[src/rtl/clock_ctrl_pkg.sv]
// Constants shared by the main clock controller and its leaves
// Notes on behaviour
// - Main source clock feeds one 8-bit prescaler; all CPU and bus clocks derive from it.
// - After reset the CPU domain runs from the main clock undivided.
// - Controller is always on; no enable bit and no soft reset of its own.
// - CPU domain rate equals main clock rate divided by the divider register; a code written while ready reads zero is stored but not applied.
// - Forbidden divider codes are stored but not used; a violation is signalled.
// - Divider writes accepted while running; new ratio hits all domain clocks together.
// - Ready flag reads zero between a divider write and the new ratio taking effect.
// - Enabled ready interrupt fires when the new ratio takes effect.
// - Rewriting settings while ready reads zero is reported as a violation.
// - Each mask bit gates one module clock; one supplies it, zero stops it.
// - Mask registers reset with system modules on, optional peripherals off.
// - A module with its bus clock masked cannot be accessed until unmasked.
// - Modules on several domains own one independent mask bit per domain.
// - Masking own bus or bridge clock locks the mask registers until reset.
// - Ready interrupt doubles as a synchronous wakeup toward power management.
// - Enable-set and enable-clear take ones only and read back one enable.
// - Interrupt request is high while flag and enable are both set.
// - Writing one to the ready flag clears it; zero leaves it.
// - Runs in idle; in standby freezes unless a synchronous clock is needed.
// - Byte, halfword and word accesses, with byte lanes, are supported.
// - Protectable registers ignore writes while the access controller protects them.
// - Control register holds only reserved bits, reading zero.
// - Divider takes one-hot codes 1 to 128 only; reset value divides by one.
// - Ready flag sets when the clocks reach their setting; set after reset.
package clock_ctrl_pkg;

  // Register indices; byte address is four times the index
  localparam logic [9:0]  IDX_CONTROL_A    = 10'h000;
  localparam logic [9:0]  IDX_IRQ_EN_CLR   = 10'h001;
  localparam logic [9:0]  IDX_IRQ_EN_SET   = 10'h002;
  localparam logic [9:0]  IDX_IRQ_FLAG     = 10'h003;
  localparam logic [9:0]  IDX_CPU_DIV      = 10'h005;
  localparam logic [9:0]  IDX_FAST_MASK    = 10'h010;
  localparam logic [9:0]  IDX_BRIDGE_A     = 10'h014;
  localparam logic [9:0]  IDX_BRIDGE_B     = 10'h018;
  localparam logic [9:0]  IDX_BRIDGE_C     = 10'h01C;

  // Field positions
  localparam int          READY_BIT        = 0;
  localparam int          FAST_BRIDGE_A    = 0;
  localparam int          BRIDGE_A_OWN     = 2;

  // Reset values
  localparam logic [7:0]  CPU_DIV_RESET    = 8'h01;
  localparam logic [31:0] FAST_MASK_RESET  = 32'h00001CFF;
  localparam logic [31:0] BRIDGE_A_RESET   = 32'h00000FFF;
  localparam logic [31:0] BRIDGE_B_RESET   = 32'h00000007;
  localparam logic [31:0] BRIDGE_C_RESET   = 32'h00000000;

  // Writable bits of each mask register
  localparam logic [31:0] FAST_MASK_WR     = 32'h000017FF;
  localparam logic [31:0] BRIDGE_A_WR      = 32'h00001FFF;
  localparam logic [31:0] BRIDGE_B_WR      = 32'h00000027;
  localparam logic [31:0] BRIDGE_C_WR      = 32'h00DFFE7F;

  // Prescaler geometry
  localparam int          PRESCALE_WIDTH   = 8;
  localparam int          RATIO_BITS       = 3;
  localparam int          COUNT_BITS       = 7;

endpackage

[src/rtl/mask_register.sv]
// One clock mask register with byte lanes and read-only bits
`timescale 1ns/1ps
`default_nettype none
module mask_register #(
  parameter logic [31:0] RESET_VALUE = 32'h00000000,
  parameter logic [31:0] WRITABLE    = 32'hFFFFFFFF
) (
  input  wire logic        clock,
  input  wire logic        rst,
  input  wire logic        wr_en,
  input  wire logic [3:0]  wstrb,
  input  wire logic [31:0] wdata,
  output logic [31:0]      value_q
);

  // Each lane updates on its own strobe
  genvar lane;
  generate
    for (lane = 0; lane < 4; lane++) begin : g_lane
      always_ff @(posedge clock or posedge rst) begin
        if (rst) begin
          value_q[lane*8 +: 8] <= RESET_VALUE[lane*8 +: 8];
        end else if (wr_en && wstrb[lane]) begin
          value_q[lane*8 +: 8] <= (wdata[lane*8 +: 8] & WRITABLE[lane*8 +: 8]) |
                                  (value_q[lane*8 +: 8] & ~WRITABLE[lane*8 +: 8]);
        end
      end
    end
  endgenerate

endmodule
`default_nettype wire

[src/rtl/clock_prescaler.sv]
// Glitch-free power-of-two prescaler producing the CPU clock enable
`timescale 1ns/1ps
`default_nettype none
module clock_prescaler
  import clock_ctrl_pkg::*;
(
  input  wire logic                  clock,
  input  wire logic                  rst,
  input  wire logic                  load,
  input  wire logic [RATIO_BITS-1:0] ratio_log2,
  input  wire logic                  freeze,
  output logic                       tick_q,
  output logic                       settled_q
);

  logic [COUNT_BITS-1:0] count_q;
  logic [RATIO_BITS-1:0] cur_q;
  logic [RATIO_BITS-1:0] pend_q;
  logic                  pending_q;
  logic                  boundary;

  // Low-bit mask of the count for a ratio
  function automatic logic [COUNT_BITS-1:0] ratio_mask(input logic [RATIO_BITS-1:0] r);
    ratio_mask = COUNT_BITS'((8'h01 << r) - 8'h01);
  endfunction

  // Count wraps at a point common to every ratio
  assign boundary = (count_q == {COUNT_BITS{1'b1}});

  // Free-running divider count, held in frozen standby
  always_ff @(posedge clock or posedge rst) begin
    if (rst) begin
      count_q <= '0;
    end else if (!freeze) begin
      count_q <= count_q + 1'b1;
    end
  end

  // Pending ratio waits for the common boundary
  always_ff @(posedge clock or posedge rst) begin
    if (rst) begin
      cur_q     <= '0;
      pend_q    <= '0;
      pending_q <= 1'b0;
      settled_q <= 1'b0;
    end else begin
      settled_q <= 1'b0;
      if (load) begin
        pend_q    <= ratio_log2;
        pending_q <= 1'b1;
      end else if (pending_q && boundary && !freeze) begin
        cur_q     <= pend_q;
        pending_q <= 1'b0;
        settled_q <= 1'b1;
      end
    end
  end

  // One enable per ratio period
  always_ff @(posedge clock or posedge rst) begin
    if (rst) begin
      tick_q <= 1'b0;
    end else begin
      tick_q <= !freeze && ((count_q & ratio_mask(cur_q)) == ratio_mask(cur_q));
    end
  end

endmodule
`default_nettype wire

[src/rtl/main_clock_prescaler_gating.sv]
// Main clock controller: prescaler, ready flag, interrupt and clock masks
//
// Chosen here: the APB slave port.
`timescale 1ns/1ps
`default_nettype none
module main_clock_prescaler_gating
  import clock_ctrl_pkg::*;
(
  input  wire logic        clock,
  input  wire logic        rst,
  // APB slave
  input  wire logic        psel,
  input  wire logic        penable,
  input  wire logic        pwrite,
  input  wire logic [11:0] paddr,
  input  wire logic [31:0] pwdata,
  input  wire logic [3:0]  pstrb,
  output logic [31:0]      prdata,
  output logic             pready,
  output logic             pslverr,
  // Access controller
  input  wire logic        write_protect,
  output logic             access_violation,
  // Power management
  input  wire logic        standby_mode,
  input  wire logic        sync_clock_needed,
  output logic             wakeup_request,
  // Interrupt
  output logic             clock_ready_irq,
  // Clock enables and gates
  output logic             cpu_clock_en,
  output logic [31:0]      fast_bus_clock_mask,
  output logic [31:0]      bridge_a_clock_mask,
  output logic [31:0]      bridge_b_clock_mask,
  output logic [31:0]      bridge_c_clock_mask
);

  // ----------------------------------------------------------------
  // Declarations
  // ----------------------------------------------------------------
  logic [31:0]               prdata_q;
  logic                      pready_q;
  logic                      pslverr_q;
  logic                      violation_q;
  logic                      irq_q;
  logic                      wake_q;
  logic                      irq_enable_q;
  logic                      ready_flag_q;
  logic [PRESCALE_WIDTH-1:0] cpu_div_q;
  logic [31:0]               fast_mask_q;
  logic [31:0]               bridge_a_q;
  logic [31:0]               bridge_b_q;
  logic [31:0]               bridge_c_q;
  logic                      tick;
  logic                      settled;
  logic                      freeze;
  logic                      access;
  logic                      commit;
  logic                      wr_commit;
  logic                      mapped;
  logic                      masks_locked;
  logic                      wr_allowed;
  logic                      lane0;
  logic                      div_write;
  logic                      div_legal;
  logic                      div_apply;
  logic [31:0]               read_word;

  // ----------------------------------------------------------------
  // Helper functions
  // ----------------------------------------------------------------

  // Word decode of the APB address against a register index
  function automatic logic hits(input logic [11:0] addr, input logic [9:0] idx);
    hits = (addr[1:0] == 2'h0) && (addr[11:2] == idx);
  endfunction

  // Only single-bit codes are legal division factors
  function automatic logic one_hot(input logic [PRESCALE_WIDTH-1:0] v);
    one_hot = (v != '0) && ((v & (v - 1'b1)) == '0);
  endfunction

  // Bit position of a one-hot code
  function automatic logic [RATIO_BITS-1:0] log2_of(input logic [PRESCALE_WIDTH-1:0] v);
    log2_of = '0;
    for (int i = 0; i < PRESCALE_WIDTH; i++) begin
      if (v[i]) begin
        log2_of = RATIO_BITS'(i);
      end
    end
  endfunction

  // ----------------------------------------------------------------
  // Bus access qualification
  // ----------------------------------------------------------------

  // First access cycle and the completing edge
  assign access    = psel && penable && !pready_q;
  assign commit    = psel && penable && pready_q;
  assign wr_commit = commit && pwrite && !pslverr_q;
  assign lane0     = pstrb[0];

  // Any word of the map
  assign mapped = hits(paddr, IDX_CONTROL_A)  || hits(paddr, IDX_IRQ_EN_CLR) ||
                  hits(paddr, IDX_IRQ_EN_SET) || hits(paddr, IDX_IRQ_FLAG)   ||
                  hits(paddr, IDX_CPU_DIV)    || hits(paddr, IDX_FAST_MASK)  ||
                  hits(paddr, IDX_BRIDGE_A)   || hits(paddr, IDX_BRIDGE_B)   ||
                  hits(paddr, IDX_BRIDGE_C);

  // Protection covers all writable registers except the flag
  assign wr_allowed = !write_protect || hits(paddr, IDX_IRQ_FLAG);

  // Own bus clock or bridge clock off leaves masks frozen until reset
  assign masks_locked = !bridge_a_q[BRIDGE_A_OWN] || !fast_mask_q[FAST_BRIDGE_A];

  // ----------------------------------------------------------------
  // Divider write handling
  // ----------------------------------------------------------------

  // Divider write that reaches the register
  assign div_write = wr_commit && wr_allowed && lane0 && hits(paddr, IDX_CPU_DIV);
  assign div_legal = one_hot(pwdata[PRESCALE_WIDTH-1:0]);

  // Only a legal code written while settled reaches the prescaler
  assign div_apply = div_write && div_legal && ready_flag_q;

  // Divider register keeps whatever software wrote
  always_ff @(posedge clock or posedge rst) begin
    if (rst) begin
      cpu_div_q <= CPU_DIV_RESET;
    end else if (div_write) begin
      cpu_div_q <= pwdata[PRESCALE_WIDTH-1:0];
    end
  end

  // Standby freeze when no synchronous clock is needed
  assign freeze = standby_mode && !sync_clock_needed;

  // Shared prescaler for the CPU and bus domain
  clock_prescaler u_prescaler (
    .clock      (clock),
    .rst        (rst),
    .load       (div_apply),
    .ratio_log2 (log2_of(pwdata[PRESCALE_WIDTH-1:0])),
    .freeze     (freeze),
    .tick_q     (tick),
    .settled_q  (settled)
  );

  // ----------------------------------------------------------------
  // Clock ready flag and interrupt
  // ----------------------------------------------------------------

  // Flag drops on an applied write and rises once the ratio settles
  always_ff @(posedge clock or posedge rst) begin
    if (rst) begin
      ready_flag_q <= 1'b1;
    end else if (settled) begin
      ready_flag_q <= 1'b1;
    end else if (div_apply) begin
      ready_flag_q <= 1'b0;
    end else if (wr_commit && lane0 && hits(paddr, IDX_IRQ_FLAG) && pwdata[READY_BIT]) begin
      ready_flag_q <= 1'b0;
    end
  end

  // Enable bit shared by the set and clear views
  always_ff @(posedge clock or posedge rst) begin
    if (rst) begin
      irq_enable_q <= 1'b0;
    end else if (wr_commit && wr_allowed && lane0 && pwdata[READY_BIT]) begin
      if (hits(paddr, IDX_IRQ_EN_SET)) begin
        irq_enable_q <= 1'b1;
      end else if (hits(paddr, IDX_IRQ_EN_CLR)) begin
        irq_enable_q <= 1'b0;
      end
    end
  end

  // Request level follows flag and enable
  always_ff @(posedge clock or posedge rst) begin
    if (rst) begin
      irq_q  <= 1'b0;
      wake_q <= 1'b0;
    end else begin
      irq_q  <= ready_flag_q && irq_enable_q;
      wake_q <= ready_flag_q && irq_enable_q;
    end
  end

  // Violation pulse toward the access controller
  always_ff @(posedge clock or posedge rst) begin
    if (rst) begin
      violation_q <= 1'b0;
    end else begin
      violation_q <= div_write && (!div_legal || !ready_flag_q);
    end
  end

  // ----------------------------------------------------------------
  // Clock mask registers
  // ----------------------------------------------------------------

  // Fast bus clock gates; bridges, DMA, debug and flash on at reset
  mask_register #(
    .RESET_VALUE (FAST_MASK_RESET),
    .WRITABLE    (FAST_MASK_WR)
  ) u_fast_mask (
    .clock   (clock),
    .rst     (rst),
    .wr_en   (wr_commit && wr_allowed && !masks_locked && hits(paddr, IDX_FAST_MASK)),
    .wstrb   (pstrb),
    .wdata   (pwdata),
    .value_q (fast_mask_q)
  );

  // Bridge A gates for system modules, all but sensor on at reset
  mask_register #(
    .RESET_VALUE (BRIDGE_A_RESET),
    .WRITABLE    (BRIDGE_A_WR)
  ) u_bridge_a (
    .clock   (clock),
    .rst     (rst),
    .wr_en   (wr_commit && wr_allowed && !masks_locked && hits(paddr, IDX_BRIDGE_A)),
    .wstrb   (pstrb),
    .wdata   (pwdata),
    .value_q (bridge_a_q)
  );

  // Bridge B gates; port, debug and flash on at reset
  mask_register #(
    .RESET_VALUE (BRIDGE_B_RESET),
    .WRITABLE    (BRIDGE_B_WR)
  ) u_bridge_b (
    .clock   (clock),
    .rst     (rst),
    .wr_en   (wr_commit && wr_allowed && !masks_locked && hits(paddr, IDX_BRIDGE_B)),
    .wstrb   (pstrb),
    .wdata   (pwdata),
    .value_q (bridge_b_q)
  );

  // Bridge C gates; analog, timer, serial, event and touch off at reset
  mask_register #(
    .RESET_VALUE (BRIDGE_C_RESET),
    .WRITABLE    (BRIDGE_C_WR)
  ) u_bridge_c (
    .clock   (clock),
    .rst     (rst),
    .wr_en   (wr_commit && wr_allowed && !masks_locked && hits(paddr, IDX_BRIDGE_C)),
    .wstrb   (pstrb),
    .wdata   (pwdata),
    .value_q (bridge_c_q)
  );

  // ----------------------------------------------------------------
  // Read path
  // ----------------------------------------------------------------

  // Register selection; control word is all reserved
  always_comb begin
    read_word = 32'h00000000;
    if (hits(paddr, IDX_CONTROL_A)) begin
      read_word = 32'h00000000;
    end else if (hits(paddr, IDX_IRQ_EN_CLR) || hits(paddr, IDX_IRQ_EN_SET)) begin
      read_word[READY_BIT] = irq_enable_q;
    end else if (hits(paddr, IDX_IRQ_FLAG)) begin
      read_word[READY_BIT] = ready_flag_q;
    end else if (hits(paddr, IDX_CPU_DIV)) begin
      read_word[PRESCALE_WIDTH-1:0] = cpu_div_q;
    end else if (hits(paddr, IDX_FAST_MASK)) begin
      read_word = fast_mask_q;
    end else if (hits(paddr, IDX_BRIDGE_A)) begin
      read_word = bridge_a_q;
    end else if (hits(paddr, IDX_BRIDGE_B)) begin
      read_word = bridge_b_q;
    end else if (hits(paddr, IDX_BRIDGE_C)) begin
      read_word = bridge_c_q;
    end
  end

  // ----------------------------------------------------------------
  // APB answer
  // ----------------------------------------------------------------

  // One wait state: ready, data and error registered together on the same edge
  always_ff @(posedge clock or posedge rst) begin
    if (rst) begin
      pready_q  <= 1'b0;
      pslverr_q <= 1'b0;
      prdata_q  <= 32'h00000000;
    end else if (access) begin
      pready_q  <= 1'b1;
      pslverr_q <= !mapped; // Unmapped word answers with error
      prdata_q  <= pwrite ? 32'h00000000 : read_word;
    end else begin
      pready_q  <= 1'b0;
      pslverr_q <= 1'b0;
    end
  end

  // ----------------------------------------------------------------
  // Outputs
  // ----------------------------------------------------------------

  // Straight from flip-flops
  assign prdata              = prdata_q;
  assign pready              = pready_q;
  assign pslverr             = pslverr_q;
  assign access_violation    = violation_q;
  assign clock_ready_irq     = irq_q;
  assign wakeup_request      = wake_q;
  assign cpu_clock_en        = tick;

  // Mask bits are the module clock gates and bus access enables
  assign fast_bus_clock_mask = fast_mask_q;
  assign bridge_a_clock_mask = bridge_a_q;
  assign bridge_b_clock_mask = bridge_b_q;
  assign bridge_c_clock_mask = bridge_c_q;

  // No enable or soft reset exists; only the system reset acts
  // on this block, so it runs from power-up onward.

endmodule
`default_nettype wire

[config.mk]
export PLATFORM = sky130hd
export DESIGN_NAME = main_clock_prescaler_gating
export DESIGN_NICKNAME = d
export VERILOG_FILES = /design/src/rtl/clock_ctrl_pkg.sv /design/src/rtl/mask_register.sv /design/src/rtl/clock_prescaler.sv /design/src/rtl/main_clock_prescaler_gating.sv
export SDC_FILE = /design/constraint.sdc
export NUM_CORES = 1
export LEC_CHECK = 0
export ABC_AREA = 1
export BUFFER_PORTS_ARGS = -buffer_cell sky130_fd_sc_hd__buf_4
export CORE_ASPECT_RATIO = 0.75
export CORE_MARGIN = 3
export CORE_UTILIZATION = 52
export CTS_CLUSTER_DIAMETER = 100
export DETAILED_ROUTE_END_ITERATION = 6
export GPL_TIMING_DRIVEN = 0
export PLACE_DENSITY = 0.91
export REMOVE_ABC_BUFFERS = 1
export SETUP_SLACK_MARGIN = 0.4
export SLEW_MARGIN = 10
export SYNTH_ARGS = -nofsm -noshare
export SYNTH_HDL_FRONTEND = slang
export SYNTH_HIERARCHICAL = 1
export SYNTH_SLANG_ARGS = --single-unit
[constraint.sdc]
create_clock -name clock -period 2.2 [get_ports clock]
set_clock_uncertainty 0.2 [all_clocks]
set_input_delay 0.33 -clock clock [delete_from_list [all_inputs] [get_ports clock]]
set_output_delay 0.33 -clock clock [all_outputs]
set_load 0.1 [all_outputs]
==> implementation parameters <==
Parameter                              Value

Status
  Result of the run    finished, violations left
  Failing checks    DRC

Power and ir drop
  Design Power    5020 uW
  Static power due to leakage    0.00475 uW
  Power density normalized to cell area    560 nW/um^2
  Maximum resistive drop on vdd    0.557 mV

Routing
  DRC Markers    13
  DR vias    7333
  Vias per std cell    5.69
  Routed Wire Length    24900 um
  Final antenna-violating net count    0
  Detailed-route wire length per cell    19.3 um
  Initial detailed-routing violation count    1114
  Drt pass-1 iters    7

Global route
  Congestion Overflow GR    0
  First-pass GRT wire length    34700 um
  Met1 Track Usage GR    0.393
  Initial antenna violation count    0
  Largest net degree at the start of global routing    33
  Total Routing Usage GR    0.299
  Via count of the first global-routing pass    6360
  Met2 demand-to-capacity share in global routing    0.459
  GR met3 Demand/Resource    0.106
  Most congested layer reported by global routing    met2

Logic synthesis
  Synth area leaders    dfrtp_1 (31%), nand2_1 (20%), dfstp_2 (10%), buf_4 (9.0%), nand3_1 (7.3%)
  Count of unique library cells instantiated by Yosys    40
  Syn. warnings    6
  Share of the yosys chip area belonging to registers    0.412
  Combinational family with the most area after synthesis    simple AND/OR/NAND/NOR gates
  Adder-cell area share of the yosys netlist    0.00182
  FFs w/ async S/R, synth    1.00
  Cell area after technology mapping    6890 um^2
  Xor-xnor portion of the synthesized cell area    0.00381
  Ys flop type    dfrtp_1
  Fraction of synthesized cell area taken by the top area cell type    0.309
  Top cell type by total area after synthesis    dfrtp_1
  Flops & latches, synth    112
  Gate count after technology mapping    939
  Simple-gate area share of the yosys netlist    0.395
  Avg Synthesized Cell Area    7.34 um^2
  Number of synthesized flops with an enable pin    0
  Compound-gate portion of the synthesized area    0.0261
  Multiplexer share of the synthesized area    0

STA
  Worst-margin pin slew    843 ps
  RSZ-0062 raised after global routing    true
  Worst setup margin    192 ps
  Post-layout minimum cycle time    2010 ps
  Post-route clock period utilization    0.913
  Setup Viol. Count Final    0
  Worst max-slew margin expressed relative to the limit    0.437
  Final hold violation count    0
  Max-slew violations    0
  Maximum clock frequency    498 MHz

Floorplanning
  Total Die Area    14700 um^2
  Number of primary I/O pins    222
  X dimension of the die    139 um
  Number of core rows    35
  Height of the die    106 um
  Starting density of the core    0.546
  Standard cell core area    12600 um^2

Critical path
  Startpoint type of the worst setup path    flip-flop
  Worst-case register-to-register setup slack    190 ps
  Number of cells traversed by the worst register-to-register path    9
  Crit Reg-Reg Startpoint    pslverr$_DFF_PP0_
  Req. time, crit path    2250 ps
  Worst setup EP type    flip-flop
  Crit Path Class    reg -> reg
  Worst R2R End    u_bridge_c/value_q[6]$_DFFE_PP0P_
  Max Fanout on Critical Path    8
  Arrival time at the worst endpoint    2050 ps
  Endpoint of the worst setup timing path    u_bridge_c/value_q[6]$_DFFE_PP0P_
  Launch point of the critical path    pslverr$_DFF_PP0_

Place
  Gp weighted congestion    0.946
  Worst Setup Slack post-DPL    -1160 ps
  HPWL reported at the end of detailed placement    15100 um
  Quantity of I/O buffers inserted on ports    133

Finish
  Fin nets    1175
  Area of the multi-input gates    3590 um^2
  Area used by sequential logic in the layout    2840 um^2
  Count of antenna diodes in the layout    0
  Area growth from synthesis to layout    30.1%
  Fraction of final layout cells with drive strength greater than 1    0.318
  Most frequent cells in the layout    nand2_1 (327), buf_4 (164), nand3_1 (92)
  Most common library cell in the layout ignoring fill and taps    nand2_1
  Layout fillers    928

Clock tree
  Maximum number of buffers from clock root to sink    2
  Clock tree from TritonCTS    yes
  Inserted Clock Buffers    9
  Maximum level of the CTS H-tree    3
  Clock transition at the register clock pins on the worst setup and hold paths after CTS    70 ps
  Clock insertion delay at the later pin of the skew report    360 ps
  Num Clock Sinks    112
  Clk root buf    clkbuf_16

Flow run
  Number of maximum-capacitance violations    0

Worst hold path
  Class of the tightest hold or removal check    in -> reg
==> worst min-delay path by stage <==
stage	from	endpoint	slack, ps	depth (start not counted)
floorplan	rst	u_bridge_b/value_q[5]$_DFFE_PP0P_	-110	1
global placement	rst	u_bridge_b/value_q[5]$_DFFE_PP0P_	60	2
detailed placement	rst	u_bridge_b/value_q[5]$_DFFE_PP0P_	60	2
CTS	pwdata[11]	u_bridge_a/value_q[11]$_DFFE_PP1P_	0.2	3
global route	pwdata[11]	u_bridge_a/value_q[11]$_DFFE_PP1P_	4	3
finish	pwdata[11]	u_bridge_a/value_q[11]$_DFFE_PP1P_	3	3
==> cell usage after synthesis, drive strengths merged (3+ instances only) <==
cell / instances
nand3: 103
nand4: 42
conb: 5
nor3: 7
nand2: 374
inv: 85
or2: 19
a21oi: 7
o21ai: 16
xor2: 3
clkbuf: 6
buf: 101
nor2: 51
dfrtp: 85
dfstp: 27
==> layout make-up <==
cell class / count / area share
clock buffers: 11 / 0.0260
clock inverters: 5 / 0.00628
inverters: 85 / 0.0403
multi-input cells: 711 / 0.401
flip-flops and latches: 112 / 0.316
well taps: 166 / 0.0232
repair buffers: 196 / 0.185
repair inverters: 3 / 0.00237
==> metal layers <==
layer / share of wire / vias to the layer above
met3: 0.13 / 124
met2: 0.45 / 615
met4: 0.047 / 0
li1: - / 3189
met1: 0.37 / 3405
met5: 0 / -
==> power by group <==
part | switching [uW] | total [uW] | internal, uW
registers | 64.0 | 2190 | 2120
clock network | 768 | 1650 | 886
logic | 982 | 1180 | 196
==> sequential cells by signal, indices dropped and copies added (netlist names) <==
| name | count |
|---|---|
| access_violation | 1 |
| cpu_div_q | 8 |
| irq_enable_q | 1 |
| prdata | 32 |
| pready | 1 |
| pslverr | 1 |
| ready_flag_q | 1 |
| u_bridge_a/value_q | 13 |
| u_bridge_b/value_q | 4 |
| u_bridge_c/value_q | 21 |
| u_fast_mask/value_q | 12 |
| u_prescaler/count_q | 7 |
| u_prescaler/cur_q | 3 |
| u_prescaler/pend_q | 3 |
| u_prescaler/pending_q | 1 |
| u_prescaler/settled_q | 1 |
| u_prescaler/tick_q | 1 |
| wakeup_request | 1 |
==> per-stage QoR <==
stage,utilization,cell area (um^2),setup TNS (ps),std cells,hold slack [ps]
global route,0.711,8960,0,1289,4.03
detailed placement,0.605,7630,-60340,1206,64.8
floorplan,-,6390,-43770,905,-106
global placement,0.602,7590,-83370,1204,57.9
CTS,0.671,8460,0,1262,0.165
finish,0.711,8960,0,1289,2.76
==> worst max-delay path, cell delays in order, from the launching register on <==
cell	delay, ps
dfrtp_1	380
nor2_1	80
nand3b_1	190
a21oi_4	240
nand3_4	160
nor2_4	210
buf_12	180
nand2_8	90
nand2_2	90
nand2_1	60
==> repair_timing <==
item / 4_1_cts / 5_1_grt
resized for setup: 54 / 75
hold buffers: 7 / 2
pin swaps: 20 / 36
setup endpoints to repair: 91 / 103
endpoints found under the hold margin: 49 / 2
cloned: 4 / 4
setup buffers: 29 / 21
==> kinds of logic after synthesis <==
group | count (synthesis)
compound gates | 27
flops | 112
other cells | 5
buf+inv | 192
xor+xnor | 3
simple gates | 599
fa+ha+maj | 1
No activity file was read; power rests on OpenSTA's default activity.
